[config.mk]
export PLATFORM = sky130hd
export DESIGN_NAME = uoes_top
export DESIGN_NICKNAME = d
export VERILOG_FILES = /design/src/pkg/uoes_pkg.sv /design/src/uoes_top.sv
export SDC_FILE = /design/constraint.sdc
export NUM_CORES = 1
export LEC_CHECK = 0
export ABC_CLOCK_PERIOD_IN_PS = 3000
export BUFFER_PORTS_ARGS = -buffer_cell sky130_fd_sc_hd__clkbuf_2
export CAP_MARGIN = 20
export CORE_MARGIN = 1
export CORE_UTILIZATION = 48
export CTS_CLUSTER_SIZE = 14
export DETAILED_ROUTE_END_ITERATION = 10
export PLACE_DENSITY = 0.85
export SYNTH_ARGS = -nofsm -noshare
export SYNTH_HDL_FRONTEND = slang
export SYNTH_SLANG_ARGS = --single-unit
export TNS_END_PERCENT = 50
[constraint.sdc]
create_clock -name clk_sys -period 3 [get_ports clk_sys]
set_input_delay 0.6 -clock clk_sys [delete_from_list [all_inputs] [get_ports clk_sys]]
set_output_delay 0.6 -clock clk_sys [all_outputs]
set_load 0.03 [all_outputs]
[src/pkg/uoes_pkg.sv]
/*
 * Package for the OUT endpoint status block: register indices, field
 * positions, reset values and the packet-event carrier.
 * Assumes a 32-bit APB register bus with one register per aligned word.
 */
package uoes_pkg;

    // =======================================================
    // Register indices (byte address is four times the index)
    localparam logic [7:0] UOES_IDX_CTRL_LOW  = 8'h14;
    localparam logic [7:0] UOES_IDX_CTRL_HIGH = 8'h15;
    localparam logic [7:0] UOES_IDX_CNT_LOW   = 8'h16;
    localparam logic [7:0] UOES_IDX_CNT_HIGH  = 8'h17;
    localparam logic [7:0] UOES_IDX_IRQ_STAT  = 8'h20;
    localparam logic [7:0] UOES_IDX_IRQ_MASK  = 8'h21;

    // =======================================================
    // Field positions
    localparam int UOES_BIT_PKT_RDY  = 0;
    localparam int UOES_BIT_FULL     = 1;
    localparam int UOES_BIT_OVERRUN  = 2;
    localparam int UOES_BIT_DATA_ERR = 3;
    localparam int UOES_BIT_FLUSH    = 4;
    localparam int UOES_BIT_ISO      = 6;
    localparam int UOES_BIT_DBUF     = 7;
    localparam int UOES_CNT_W        = 10;

    // Interrupt status bits
    localparam int UOES_IRQ_PKT      = 0;
    localparam int UOES_IRQ_OVR      = 1;

    // =======================================================
    // Reset values
    localparam logic [7:0]  UOES_RST_CTRL_HIGH = 8'h00;
    localparam logic [9:0]  UOES_RST_COUNT     = 10'h000;
    localparam logic [1:0]  UOES_RST_IRQ       = 2'h0;
    localparam logic [31:0] UOES_RD_UNMAPPED   = 32'h0000_0000;

    // Packet arrival from the serial engine
    typedef struct packed {
        logic       valid;     // One-cycle end of received packet
        logic [9:0] count;     // Bytes in the packet
        logic       crc_err;   // CRC or bit-stuffing fault
    } uoes_pkt_t;

endpackage

[src/uoes_top.sv]
/*
 * OUT endpoint status, configuration and byte-count logic, reached by APB.
 * Holds the packet-ready, full, overrun and data error flags, the
 * buffering and isochronous enables, and the received byte count of
 * the head packet, with a second count slot for double buffering.
 * Assumes the serial engine reports each finished packet as a one-cycle
 * pulse on clk_sys and that the FIFO data path lives elsewhere.
 * Assumes one OUT endpoint; endpoint selection is done outside.
 */
// Register access over APB is this design's own decision.
`timescale 1ns/1ps

// Contract
// - FIFO full is 1 at two packets double-buffered, one otherwise.
// - Packet-ready is set once a whole packet is ready for firmware.
// - Control-high bit 7 enables two-packet buffering.
// - Control-high bit 6 selects isochronous (1) or bulk/interrupt (0).
// - Control-high bits 5..0 read zero and ignore writes.
// - Count-low returns the low eight bits of the head (oldest unread) packet's count.
// - Only a firmware write clears overrun; hardware never does.
// - Count-high holds the upper two count bits, other bits zero.
// - A flush drops the next unread packet and clears packet-ready if no other packet is held.
// - The data error flag is meaningful only in isochronous mode.
module uoes_top
    import uoes_pkg::*;
(
    input  wire logic        clk_sys,   // 125 MHz clock
    input  wire logic        rst,       // Sync reset, active high
    input  wire logic        psel,      // APB select
    input  wire logic        penable,   // APB access phase
    input  wire logic        pwrite,    // APB direction
    input  wire logic [11:0] paddr,     // APB byte address
    input  wire logic [31:0] pwdata,    // APB write data
    output logic      [31:0] prdata,    // APB read data
    output logic             pready,    // APB ready
    output logic             pslverr,   // APB error
    input  wire uoes_pkt_t   pkt_in,    // Packet arrival event
    output logic             pkt_accept,// Packet stored, not dropped
    output logic             iso_mode,  // Endpoint in isochronous mode
    output logic             irq        // Level interrupt
);

    // =======================================================
    // State
    logic [1:0] held_r, held_nxt;           // Packets in FIFO
    logic       dbuf_r, iso_r;
    logic       ovr_r, derr_r;
    logic [9:0] cnt_r, cnt2_r;              // Head and queued counts
    logic       derr2_r;
    logic [1:0] ist_r, imask_r;
    logic [31:0] prdata_r;

    // =======================================================
    // Bus decode
    // Upper index bits must be zero, so no register has an alias
    function automatic logic idx_match(input logic [9:0] a,
                                       input logic [7:0] i);
        return a == {2'b00, i};
    endfunction

    wire        acc      = psel && penable;
    wire        wr       = acc && pwrite;
    wire [9:0]  idx      = paddr[11:2];
    wire        hit_cl   = idx_match(idx, UOES_IDX_CTRL_LOW);
    wire        hit_ch   = idx_match(idx, UOES_IDX_CTRL_HIGH);
    wire        hit_nl   = idx_match(idx, UOES_IDX_CNT_LOW);
    wire        hit_nh   = idx_match(idx, UOES_IDX_CNT_HIGH);
    wire        hit_is   = idx_match(idx, UOES_IDX_IRQ_STAT);
    wire        hit_im   = idx_match(idx, UOES_IDX_IRQ_MASK);
    wire        mapped   = hit_cl | hit_ch | hit_nl | hit_nh
                           | hit_is | hit_im;

    // Firmware actions on control-low. Writing zero to packet-ready or
    // one to flush pops the head packet; writing zero to overrun clears
    // it. A write of 0x05 therefore changes nothing, and both pops in
    // one write still pop a single packet.
    wire        wr_cl    = wr && hit_cl;
    wire        clr_rdy  = wr_cl && !pwdata[UOES_BIT_PKT_RDY]
                           && held_r != 2'd0;
    wire        flush    = wr_cl && pwdata[UOES_BIT_FLUSH]
                           && held_r != 2'd0;
    wire        pop      = clr_rdy || flush;
    wire        clr_ovr  = wr_cl && !pwdata[UOES_BIT_OVERRUN];

    // Fullness against the buffer mode
    wire        full     = dbuf_r ? (held_r == 2'd2)
                                  : (held_r != 2'd0);
    wire        rdy      = held_r != 2'd0;
    wire        drop     = pkt_in.valid && full;
    wire        take     = pkt_in.valid && !full;
    // Only a dropped packet raises overrun; a pop never does
    wire        ovr_set  = drop;

    // Read mux
    wire [7:0]  cl_val   = {4'h0, derr_r && iso_r, ovr_r, full, rdy};
    wire [7:0]  ch_val   = {dbuf_r, iso_r, 6'h00};
    logic [31:0] rd_mux;
    always_comb
    begin
        rd_mux = UOES_RD_UNMAPPED;
        if (hit_cl) rd_mux = {24'h0, cl_val};
        if (hit_ch) rd_mux = {24'h0, ch_val};
        if (hit_nl) rd_mux = {24'h0, cnt_r[7:0]};
        if (hit_nh) rd_mux = {30'h0, cnt_r[9:8]};
        if (hit_is) rd_mux = {30'h0, ist_r};
        if (hit_im) rd_mux = {30'h0, imask_r};
    end

    // Occupancy next value; a take and a pop in one cycle cancel out,
    // which only happens double-buffered with one packet held
    always_comb
    begin
        held_nxt = held_r;
        if (take && !pop) held_nxt = held_r + 2'd1;
        if (!take && pop) held_nxt = held_r - 2'd1;
    end

    // Zero wait states: pready is tied high; an unmapped index answers
    // with pslverr, reads zero, and its writes are ignored
    assign pready     = 1'b1;
    assign pslverr    = acc && !mapped;
    assign prdata     = prdata_r;
    assign pkt_accept = take;
    assign iso_mode   = iso_r;
    assign irq        = |(ist_r & imask_r);

    // =======================================================
    // Configuration, occupancy and counts
    always_ff @(posedge clk_sys)
    begin
        if (rst)
        begin
            dbuf_r  <= UOES_RST_CTRL_HIGH[UOES_BIT_DBUF];
            iso_r   <= UOES_RST_CTRL_HIGH[UOES_BIT_ISO];
            held_r  <= 2'd0;
            cnt_r   <= UOES_RST_COUNT;
            cnt2_r  <= UOES_RST_COUNT;
            derr_r  <= 1'b0;
            derr2_r <= 1'b0;
        end
        else
        begin
            if (wr && hit_ch)
            begin
                dbuf_r <= pwdata[UOES_BIT_DBUF];
                iso_r  <= pwdata[UOES_BIT_ISO];
            end
            held_r <= held_nxt;
            // Head slot shows the oldest unread packet
            if (take && (held_r == 2'd0 || (pop && held_r == 2'd1)))
            begin
                cnt_r  <= pkt_in.count;
                derr_r <= pkt_in.crc_err;
            end
            else if (pop && held_r == 2'd2)
            begin
                cnt_r  <= cnt2_r;
                derr_r <= derr2_r;
            end
            if (take && (held_r == 2'd1 && !pop || held_r == 2'd2))
            begin
                cnt2_r  <= pkt_in.count;
                derr2_r <= pkt_in.crc_err;
            end
        end
    end

    // Occupancy, fullness, head count and configuration checks; the
    // count check needs an empty FIFO so that the packet lands in the head slot
    AST_FULL_SINGLE: assert property (
        @(posedge clk_sys) disable iff (rst)
        !dbuf_r && held_r == 2'd1 |-> full)
        else $error("full not set with one packet single-buffered");

    AST_FULL_DOUBLE: assert property (
        @(posedge clk_sys) disable iff (rst)
        dbuf_r && held_r == 2'd1 |-> !full)
        else $error("full set with one packet double-buffered");

    AST_HELD_RANGE: assert property (
        @(posedge clk_sys) disable iff (rst)
        held_r != 2'd3)
        else $error("occupancy beyond two packets");

    AST_RDY_SET: assert property (
        @(posedge clk_sys) disable iff (rst)
        take |=> rdy)
        else $error("packet-ready missing after accepted packet");

    AST_FLUSH: assert property (
        @(posedge clk_sys) disable iff (rst)
        flush && held_r == 2'd1 && !take |=> !rdy)
        else $error("flush left packet-ready set");

    AST_CNT: assert property (
        @(posedge clk_sys) disable iff (rst)
        take && held_r == 2'd0 |=> cnt_r == $past(pkt_in.count))
        else $error("count not captured");

    AST_CFG: assert property (
        @(posedge clk_sys) disable iff (rst)
        wr && hit_ch |=> dbuf_r == $past(pwdata[7])
                         && iso_r == $past(pwdata[6]))
        else $error("configuration write lost");

    AST_CFG_KEEP: assert property (
        @(posedge clk_sys) disable iff (rst)
        !(wr && hit_ch) |=> $stable(dbuf_r)
                            && $stable(iso_r))
        else $error("configuration changed without a write");

    // Overrun is sticky; a drop in the clearing cycle wins
    always_ff @(posedge clk_sys)
    begin
        if (rst)
            ovr_r <= 1'b0;
        else if (ovr_set)
            ovr_r <= 1'b1;
        else if (clr_ovr)
            ovr_r <= 1'b0;
    end

    // Overrun checks: a drop always sets the flag and is never accepted,
    // and nothing but a firmware write takes the flag down
    AST_DROP_OVR: assert property (
        @(posedge clk_sys) disable iff (rst)
        drop |=> ovr_r)
        else $error("dropped packet did not set overrun");

    AST_NO_ACCEPT_FULL: assert property (
        @(posedge clk_sys) disable iff (rst)
        pkt_in.valid && full |-> !pkt_accept)
        else $error("packet accepted into a full FIFO");

    AST_OVR_STICKY: assert property (
        @(posedge clk_sys) disable iff (rst)
        ovr_r && !clr_ovr |=> ovr_r)
        else $error("overrun cleared without a write");

    // Interrupt status: write one to clear, set wins
    // Bit 0 marks an accepted packet, bit 1 a dropped one
    always_ff @(posedge clk_sys)
    begin
        if (rst)
        begin
            ist_r   <= UOES_RST_IRQ;
            imask_r <= UOES_RST_IRQ;
        end
        else
        begin
            ist_r <= (ist_r & ~((wr && hit_is) ? pwdata[1:0] : 2'b00))
                     | {drop, take};
            if (wr && hit_im)
                imask_r <= pwdata[1:0];
        end
    end

    // Read data snapshot at the setup edge; it stands through the access
    // phase, so the master takes it at the edge where pready is high.
    // A packet landing in the setup cycle shows on the next read only.
    always_ff @(posedge clk_sys)
    begin
        if (rst)
            prdata_r <= UOES_RD_UNMAPPED;
        else if (psel && !penable)
            prdata_r <= rd_mux;
    end

    // =======================================================
    // Read path checks: prdata is the setup-cycle snapshot, so each
    // prdata expectation uses the state one cycle back
    AST_CH_ZERO: assert property (
        @(posedge clk_sys) disable iff (rst)
        ch_val[5:0] == 6'h00)
        else $error("control-high low bits not zero");

    AST_NL: assert property (
        @(posedge clk_sys) disable iff (rst)
        acc && hit_nl |-> prdata == {24'h0, $past(cnt_r[7:0])})
        else $error("count-low read wrong");

    AST_NH: assert property (
        @(posedge clk_sys) disable iff (rst)
        acc && hit_nh |-> prdata == {30'h0, $past(cnt_r[9:8])})
        else $error("count-high read wrong");

    AST_DERR_GATE: assert property (
        @(posedge clk_sys) disable iff (rst)
        acc && hit_cl && !$past(iso_r) |-> !prdata[UOES_BIT_DATA_ERR])
        else $error("data error shown outside isochronous mode");

    // Main scenarios: loss, two packets held, flush, isochronous error
    COV_DROP:  cover property (@(posedge clk_sys) disable iff (rst) drop);
    COV_DBL:   cover property (@(posedge clk_sys) disable iff (rst)
        dbuf_r && held_r == 2'd2);
    COV_FLUSH: cover property (@(posedge clk_sys) disable iff (rst) flush);
    COV_ISO_ERR: cover property (@(posedge clk_sys) disable iff (rst)
        iso_r && derr_r && held_r != 2'd0);

endmodule

==> results of run 1 <==
-- power groups by stage --
stage | Sequential [mW] | Clock, mW | Combinational [mW]
floorplan | 0.616 | 0 | 0.327
global placement | 0.624 | 0 | 0.370
detailed placement | 0.627 | 0 | 0.381
CTS | 0.615 | 0.451 | 0.387
global route | 0.622 | 0.479 | 0.421
finish | 0.615 | 0.438 | 0.386
-- sequential cells by signal (all words and copies together), names as in the netlist --
name      flops
imask_r       2
dbuf_r        1
cnt_r        10
cnt2_r       10
iso_mode      1
ist_r         2
held_r        2
derr2_r       1
prdata        8
ovr_r         1
derr_r        1
-- layer usage --
metal,vias up,track usage,part of all wire
met2,71,0.358,0.50
met3,6,0.0605,0.057
met5,-,0,0
met4,0,0.0711,0.013
li1,964,-,-
met1,916,0.250,0.43
-- through the flow --
| step | setup slack (ps) | cells | util | cell area [sq um] | power, mW |
|---|---|---|---|---|---|
| floorplan | 436 | 288 | - | 2400 | 0.943 |
| global placement | 200 | 353 | 0.551 | 2480 | 0.994 |
| detailed placement | 155 | 353 | 0.551 | 2480 | 1.01 |
| CTS | 439 | 361 | 0.576 | 2590 | 1.45 |
| global route | 314 | 361 | 0.576 | 2590 | 1.52 |
| finish | 432 | 361 | 0.576 | 2590 | 1.44 |
-- area by class of cell --
cell class | count | area [sq um]
Sequential cell | 39 | 781
Inverter | 17 | 63.8
Timing Repair Buffer | 49 | 258
Clock inverter | 3 | 43.8
Tap cell | 52 | 65.1
Fill cell | 407 | 1910
Clock buffer | 5 | 68.8
Multi-Input combinational cell | 196 | 1310
-- worst min-delay path by stage --
stage	startpoint	end	slack, ps	cells past startpoint
floorplan	ist_r[1]	ist_r[1]	450	2
global placement	prdata[6]	prdata[6]	440	2
detailed placement	prdata[6]	prdata[6]	450	2
CTS	prdata[6]	prdata[6]	460	2
global route	prdata[2]	prdata[2]	480	2
finish	prdata[6]	prdata[6]	450	2
-- critical path: stages (launching register included) --
cell and delay, ps:
dfxtp_1 380, inv_1 80, ha_1 230, or3_1 390, or4_4 500, o31ai_4 270
buf_4 210, nor3_1 70, a2111oi_2 320
-- layout by cell type, fill, tap and decap left out, types with 5 or more instances in the layout --
cell type / netlist / layout
clkbuf_2: 0 / 44
dfxtp_1: 39 / 39
nand2b_1: 27 / 27
conb_1: 2 / 25
nor2_1: 24 / 24
inv_1: 17 / 17
mux2i_1: 15 / 15
nor3_1: 12 / 12
nand2_1: 11 / 11
a21oi_1: 11 / 11
a2111oi_2: 10 / 10
nand3_1: 9 / 9
a22oi_1: 6 / 6
clkbuf_8: 0 / 5
buf_4: 26 / 5
-- cells by family (layout without fill, tap and decap cells) --
logic type,count (synthesis),in the layout,share of synthesized area
and+or+nand+nor,103,103,0.246
AOI/OAI and AO/OA,46,46,0.183
DFF,39,39,0.338
muxes,16,16,0.0698
adders and majority gates,4,4,0.0216
buffers and inverters,53,74,0.131
xor gates and xnor gates,2,2,0.00758
other,2,25,0.00325
==> impl_metrics.tcl, run 1 <==
set metrics [dict create \
    outcome "finished, violations left" \
    violations "DRC" \
    slew_headroom 0.382 \
    arrival_ps 2760 \
    worstReg2RegEnd "cnt_r[5]" \
    vdd_drop_max_uv 543 \
    criticalPathCategory "reg -> reg" \
    die_area_sq_mm 0.00510 \
    ff2ff_path_depth 8 \
    setup.worst_path.end "cnt_r[5]" \
    finalSetupViolations 0 \
    cts_tree "yes" \
    tightest_slew_ps 927 \
    async_flop_share 0 \
    syn_to_final_growth_pct 12.2 \
    synth_area_leaders "dfxtp_1, buf_4, nand2b_1" \
    htreeDepth 2 \
    synthCells 265 \
    route.detailed.drc 7 \
    routabilityCongestion 0.921 \
    wl_microns 4890 \
    swShare 0.324 \
    yosys.area.top_type "dfxtp_1" \
    finalHoldViolCount 0 \
    cts.repair.resized 0 \
    p_leak_nw 1.20 \
    hold_ws_ps 455 \
    place_hpwl_microns 3640 \
    fin_tns_setup_ps 0 \
    r2r_slack_ps 430 \
    startpoint "held_r[0]" \
    nets 373 \
    worstPathMaxFanout 10 \
    required_ps 3190 \
    drv_cap 0 \
    grt_max_degree 51 \
    drt_iter0_markers 101 \
    antenna_found_initial 0 \
    ys_top_cells_by_count "dfxtp_1, nand2b_1, buf_4" \
    holdBufCountCts 0 \
    report.final.slew_viol_count 0 \
    cts_buffers 5 \
    wl_per_cell_microns 13.5 \
    postCtsSetupBuffers 0 \
    synth.distinct_cells 47 \
    ant_nets 0 \
    grt_overflow 0 \
    yosys.cell_count.top_type "dfxtp_1" \
    power-per-cell-area_mw_per_mm2 555 \
    synth_top_cell_area_share 0.338 \
    path_clk_slew_ps 80 \
    startpoint_type "register" \
    syn_area_sq_mm 0.00231 \
    ioPinCount 98 \
    antenna_cells 0 \
    die_h_microns 71.4 \
    p_int_uw 972 \
    portBuffers 44 \
    core_area_sq_mm 0.00450 \
    start_util 0.513 \
    pwr-share-seq 0.427 \
    cp-end-kind "register" \
    drive_gt1_frac 0.249 \
    worstSkewPairLatency_ps 300 \
    synth-seq-cells 39 \
    hp-class "reg -> reg" \
    dr.pass1.iters 10 \
    globalRouteTotalUtil 0.209 \
    clock-sinks 39 \
    period_minus_slack_ps 2570 \
    via_per_inst 5.42 \
    synth_flop_cell "dfxtp_1" \
    clock_path_buffers 2 \
    die_w_microns 71.4 \
    skew_ps 5.62 \
    seq_area_frac_synth 0.338 \
    grt_pass1_wl_microns 8180 \
    postSynthAreaPerCell_sq_um 8.73 \
    pwr-share-clk 0.305 \
    cts_root_buf "clkbuf_8" \
    timing.rr.start "held_r[0]" \
    max_clock_freq_ghz 0.389 \
    rsz0062_at_grt "false" \
    vias 1957 \
    grt_pass1_vias 1830 \
    yosys_warnings 0 \
    rows 24 \
    combPwrFrac 0.268 \
    fin_crit_sh 0.856 \
    power.switching_uw 466 \
    synth-edff-count 0 \
]
Power figures use the tool's default switching activity.
==> run 2, diff against run 1 <==
- CORE_UTILIZATION: 48 -> 50
- CTS_BUF_LIST: unset -> sky130_fd_sc_hd__clkbuf_2
- PLACE_DENSITY: 0.85 -> 0.88
- SKIP_CTS_REPAIR_TIMING: unset -> 1
==> run 2 against run 1 <==
Effect of this change: the flow now finishes without violations; clock-buffer cell count is 2 higher; die area is 3.9% lower; via count shrank 2.3%; clock power down 46%; sequential share of layout area up 0.87 points; cell area down 2.8%; first-iteration DRC count grew 60%; final cell count stayed put; non-clock buffer count is the same; critical endpoint is now pkt_accept; highest routed layer unchanged.
==> impl_metrics.tcl, run 2 (synthesized netlist as in run 1, its figures left out) <==
set metrics [dict create \
    n_fill_cell 396 \
    grt_max_degree 51 \
    die_w_microns 70.0 \
    tightest_slew_ps 947 \
    p_leak_nw 1.18 \
    dr.pass1.iters 4 \
    pwr-share-clk 0.192 \
    cpMostUsedCell "inv_1" \
    cts_buffers 5 \
    clock-sinks 39 \
    arrival_ps 1950 \
    required_ps 2400 \
    cts_root_buf "clkbuf_2" \
    combPwrFrac 0.308 \
    rows 24 \
    worst-path-stages 6 \
    setup.worst_path.end "pkt_accept" \
    clock_path_buffers 2 \
    multi_input_area_sq_mm 0.00131 \
    vias 1912 \
    ant_nets 0 \
    p_int_uw 789 \
    drive_gt1_frac 0.249 \
    startpoint "held_r[0]" \
    ff2ff_path_depth 8 \
    r2r_slack_ps 480 \
    final_area_sq_mm 0.00252 \
    grt_pass1_vias 1762 \
    crit_chain "inv_1 > ha_1 > mux2i_1 > nand2_1 > inv_1 > clkbuf_2" \
    layout_common_cells "clkbuf_2, dfxtp_1, nand2b_1" \
    cp-end-kind "primary output" \
    worstPathMaxFanout 5 \
    wl_per_cell_microns 13.1 \
    period_minus_slack_ps 2550 \
    die_area_sq_mm 0.00490 \
    worstSkewPairLatency_ps 400 \
    fin_tns_setup_ps 0 \
    antenna_found_initial 0 \
    criticalPathCategory "reg -> out" \
    slew_headroom 0.369 \
    globalRouteTotalUtil 0.200 \
    power.switching_uw 443 \
    power.total_mw 1.23 \
    grt_overflow 0 \
    pwr-share-seq 0.500 \
    max_clock_freq_ghz 0.393 \
    ioPinCount 98 \
    die_h_microns 70.0 \
    portBuffers 44 \
    place_hpwl_microns 3560 \
    htreeDepth 2 \
    outcome "complete, no violations" \
    path_clk_slew_ps 210 \
    seq_area_sq_um 781 \
    finalSetupViolations 0 \
    report.final.slew_viol_count 0 \
    wl_microns 4720 \
    startpoint_type "register" \
    core_area_sq_mm 0.00441 \
    critPathMaxStageDelay_ps 420 \
    antenna_cells 0 \
    cts_tree "yes" \
    syn_to_final_growth_pct 9.04 \
    rsz0062_at_grt "false" \
    fin_crit_sh 0.848 \
    path_delay_family "flip-flops" \
    critical_path.n_buffers_inverters 3 \
    swShare 0.360 \
    fin_util 0.571 \
    timing.rr.start "held_r[0]" \
    via_per_inst 5.30 \
    vdd_drop_max_uv 220 \
    grt_pass1_wl_microns 7820 \
    placed_area_sq_mm 0.00248 \
    drt_iter0_markers 162 \
    skew_ps 17.8 \
    power-per-cell-area_mw_per_mm2 489 \
    nets 373 \
    hp-class "in -> reg" \
    cpMaxStageDelayCell "dfxtp_1" \
    worstReg2RegEnd "cnt_r[7]" \
    start_util 0.524 \
    routabilityCongestion 0.875 \
    route.detailed.drc 0 \
    drv_cap 0 \
    finalHoldViolCount 0 \
    final_common_cell "clkbuf_2" \
]
==> run 2: worst min-delay path by stage <==
stage / endpoint / cells after the start / from
floorplan: ist_r[1] / 2 / ist_r[1]
global placement: prdata[7] / 2 / prdata[7]
detailed placement: prdata[0] / 2 / prdata[0]
CTS: iso_mode / 3 / pwdata[6]
global route: iso_mode / 3 / pwdata[6]
finish: iso_mode / 3 / pwdata[6]
==> run 2: through the flow <==
step | worst slack (ps) | instances | hold WS [ps]
2_1_floorplan | 436 | 288 | 447
3_3_place_gp | 230 | 353 | 440
3_5_place_dp | 211 | 353 | 458
4_1_cts | 447 | 361 | 397
5_1_grt | 331 | 361 | 395
6_report | 455 | 361 | 415
==> run 2: routing by layer <==
layer	global-route usage	up-vias	wire, microns
li1	-	959	-
met1	0.251	870	2020
met2	0.329	72	2320
met3	0.0303	11	284
met4	0.104	0	96
met5	0	-	0
==> run 2: worst min-delay path, stage by stage <==
cell      delay (ps)
clkbuf_2          80
nand2_1           50
a21oi_1           50
==> run 2: power by group through the flow <==
| stage | combinational (mW) | sequential, mW | clock [mW] |
|---|---|---|---|
| floorplan | 0.327 | 0.616 | 0 |
| global placement | 0.370 | 0.625 | 0 |
| detailed placement | 0.378 | 0.628 | 0 |
| CTS | 0.379 | 0.617 | 0.242 |
| global route | 0.417 | 0.623 | 0.260 |
| finish | 0.379 | 0.617 | 0.237 |
==> run 2: cell type report <==
type,instances,area share
Sequential cell,39,0.310
Timing Repair Buffer,49,0.102
Tap cell,52,0.0258
Clock buffer,7,0.0139
Multi-Input combinational cell,196,0.521
Clock inverter,1,0.00199
Inverter,17,0.0253
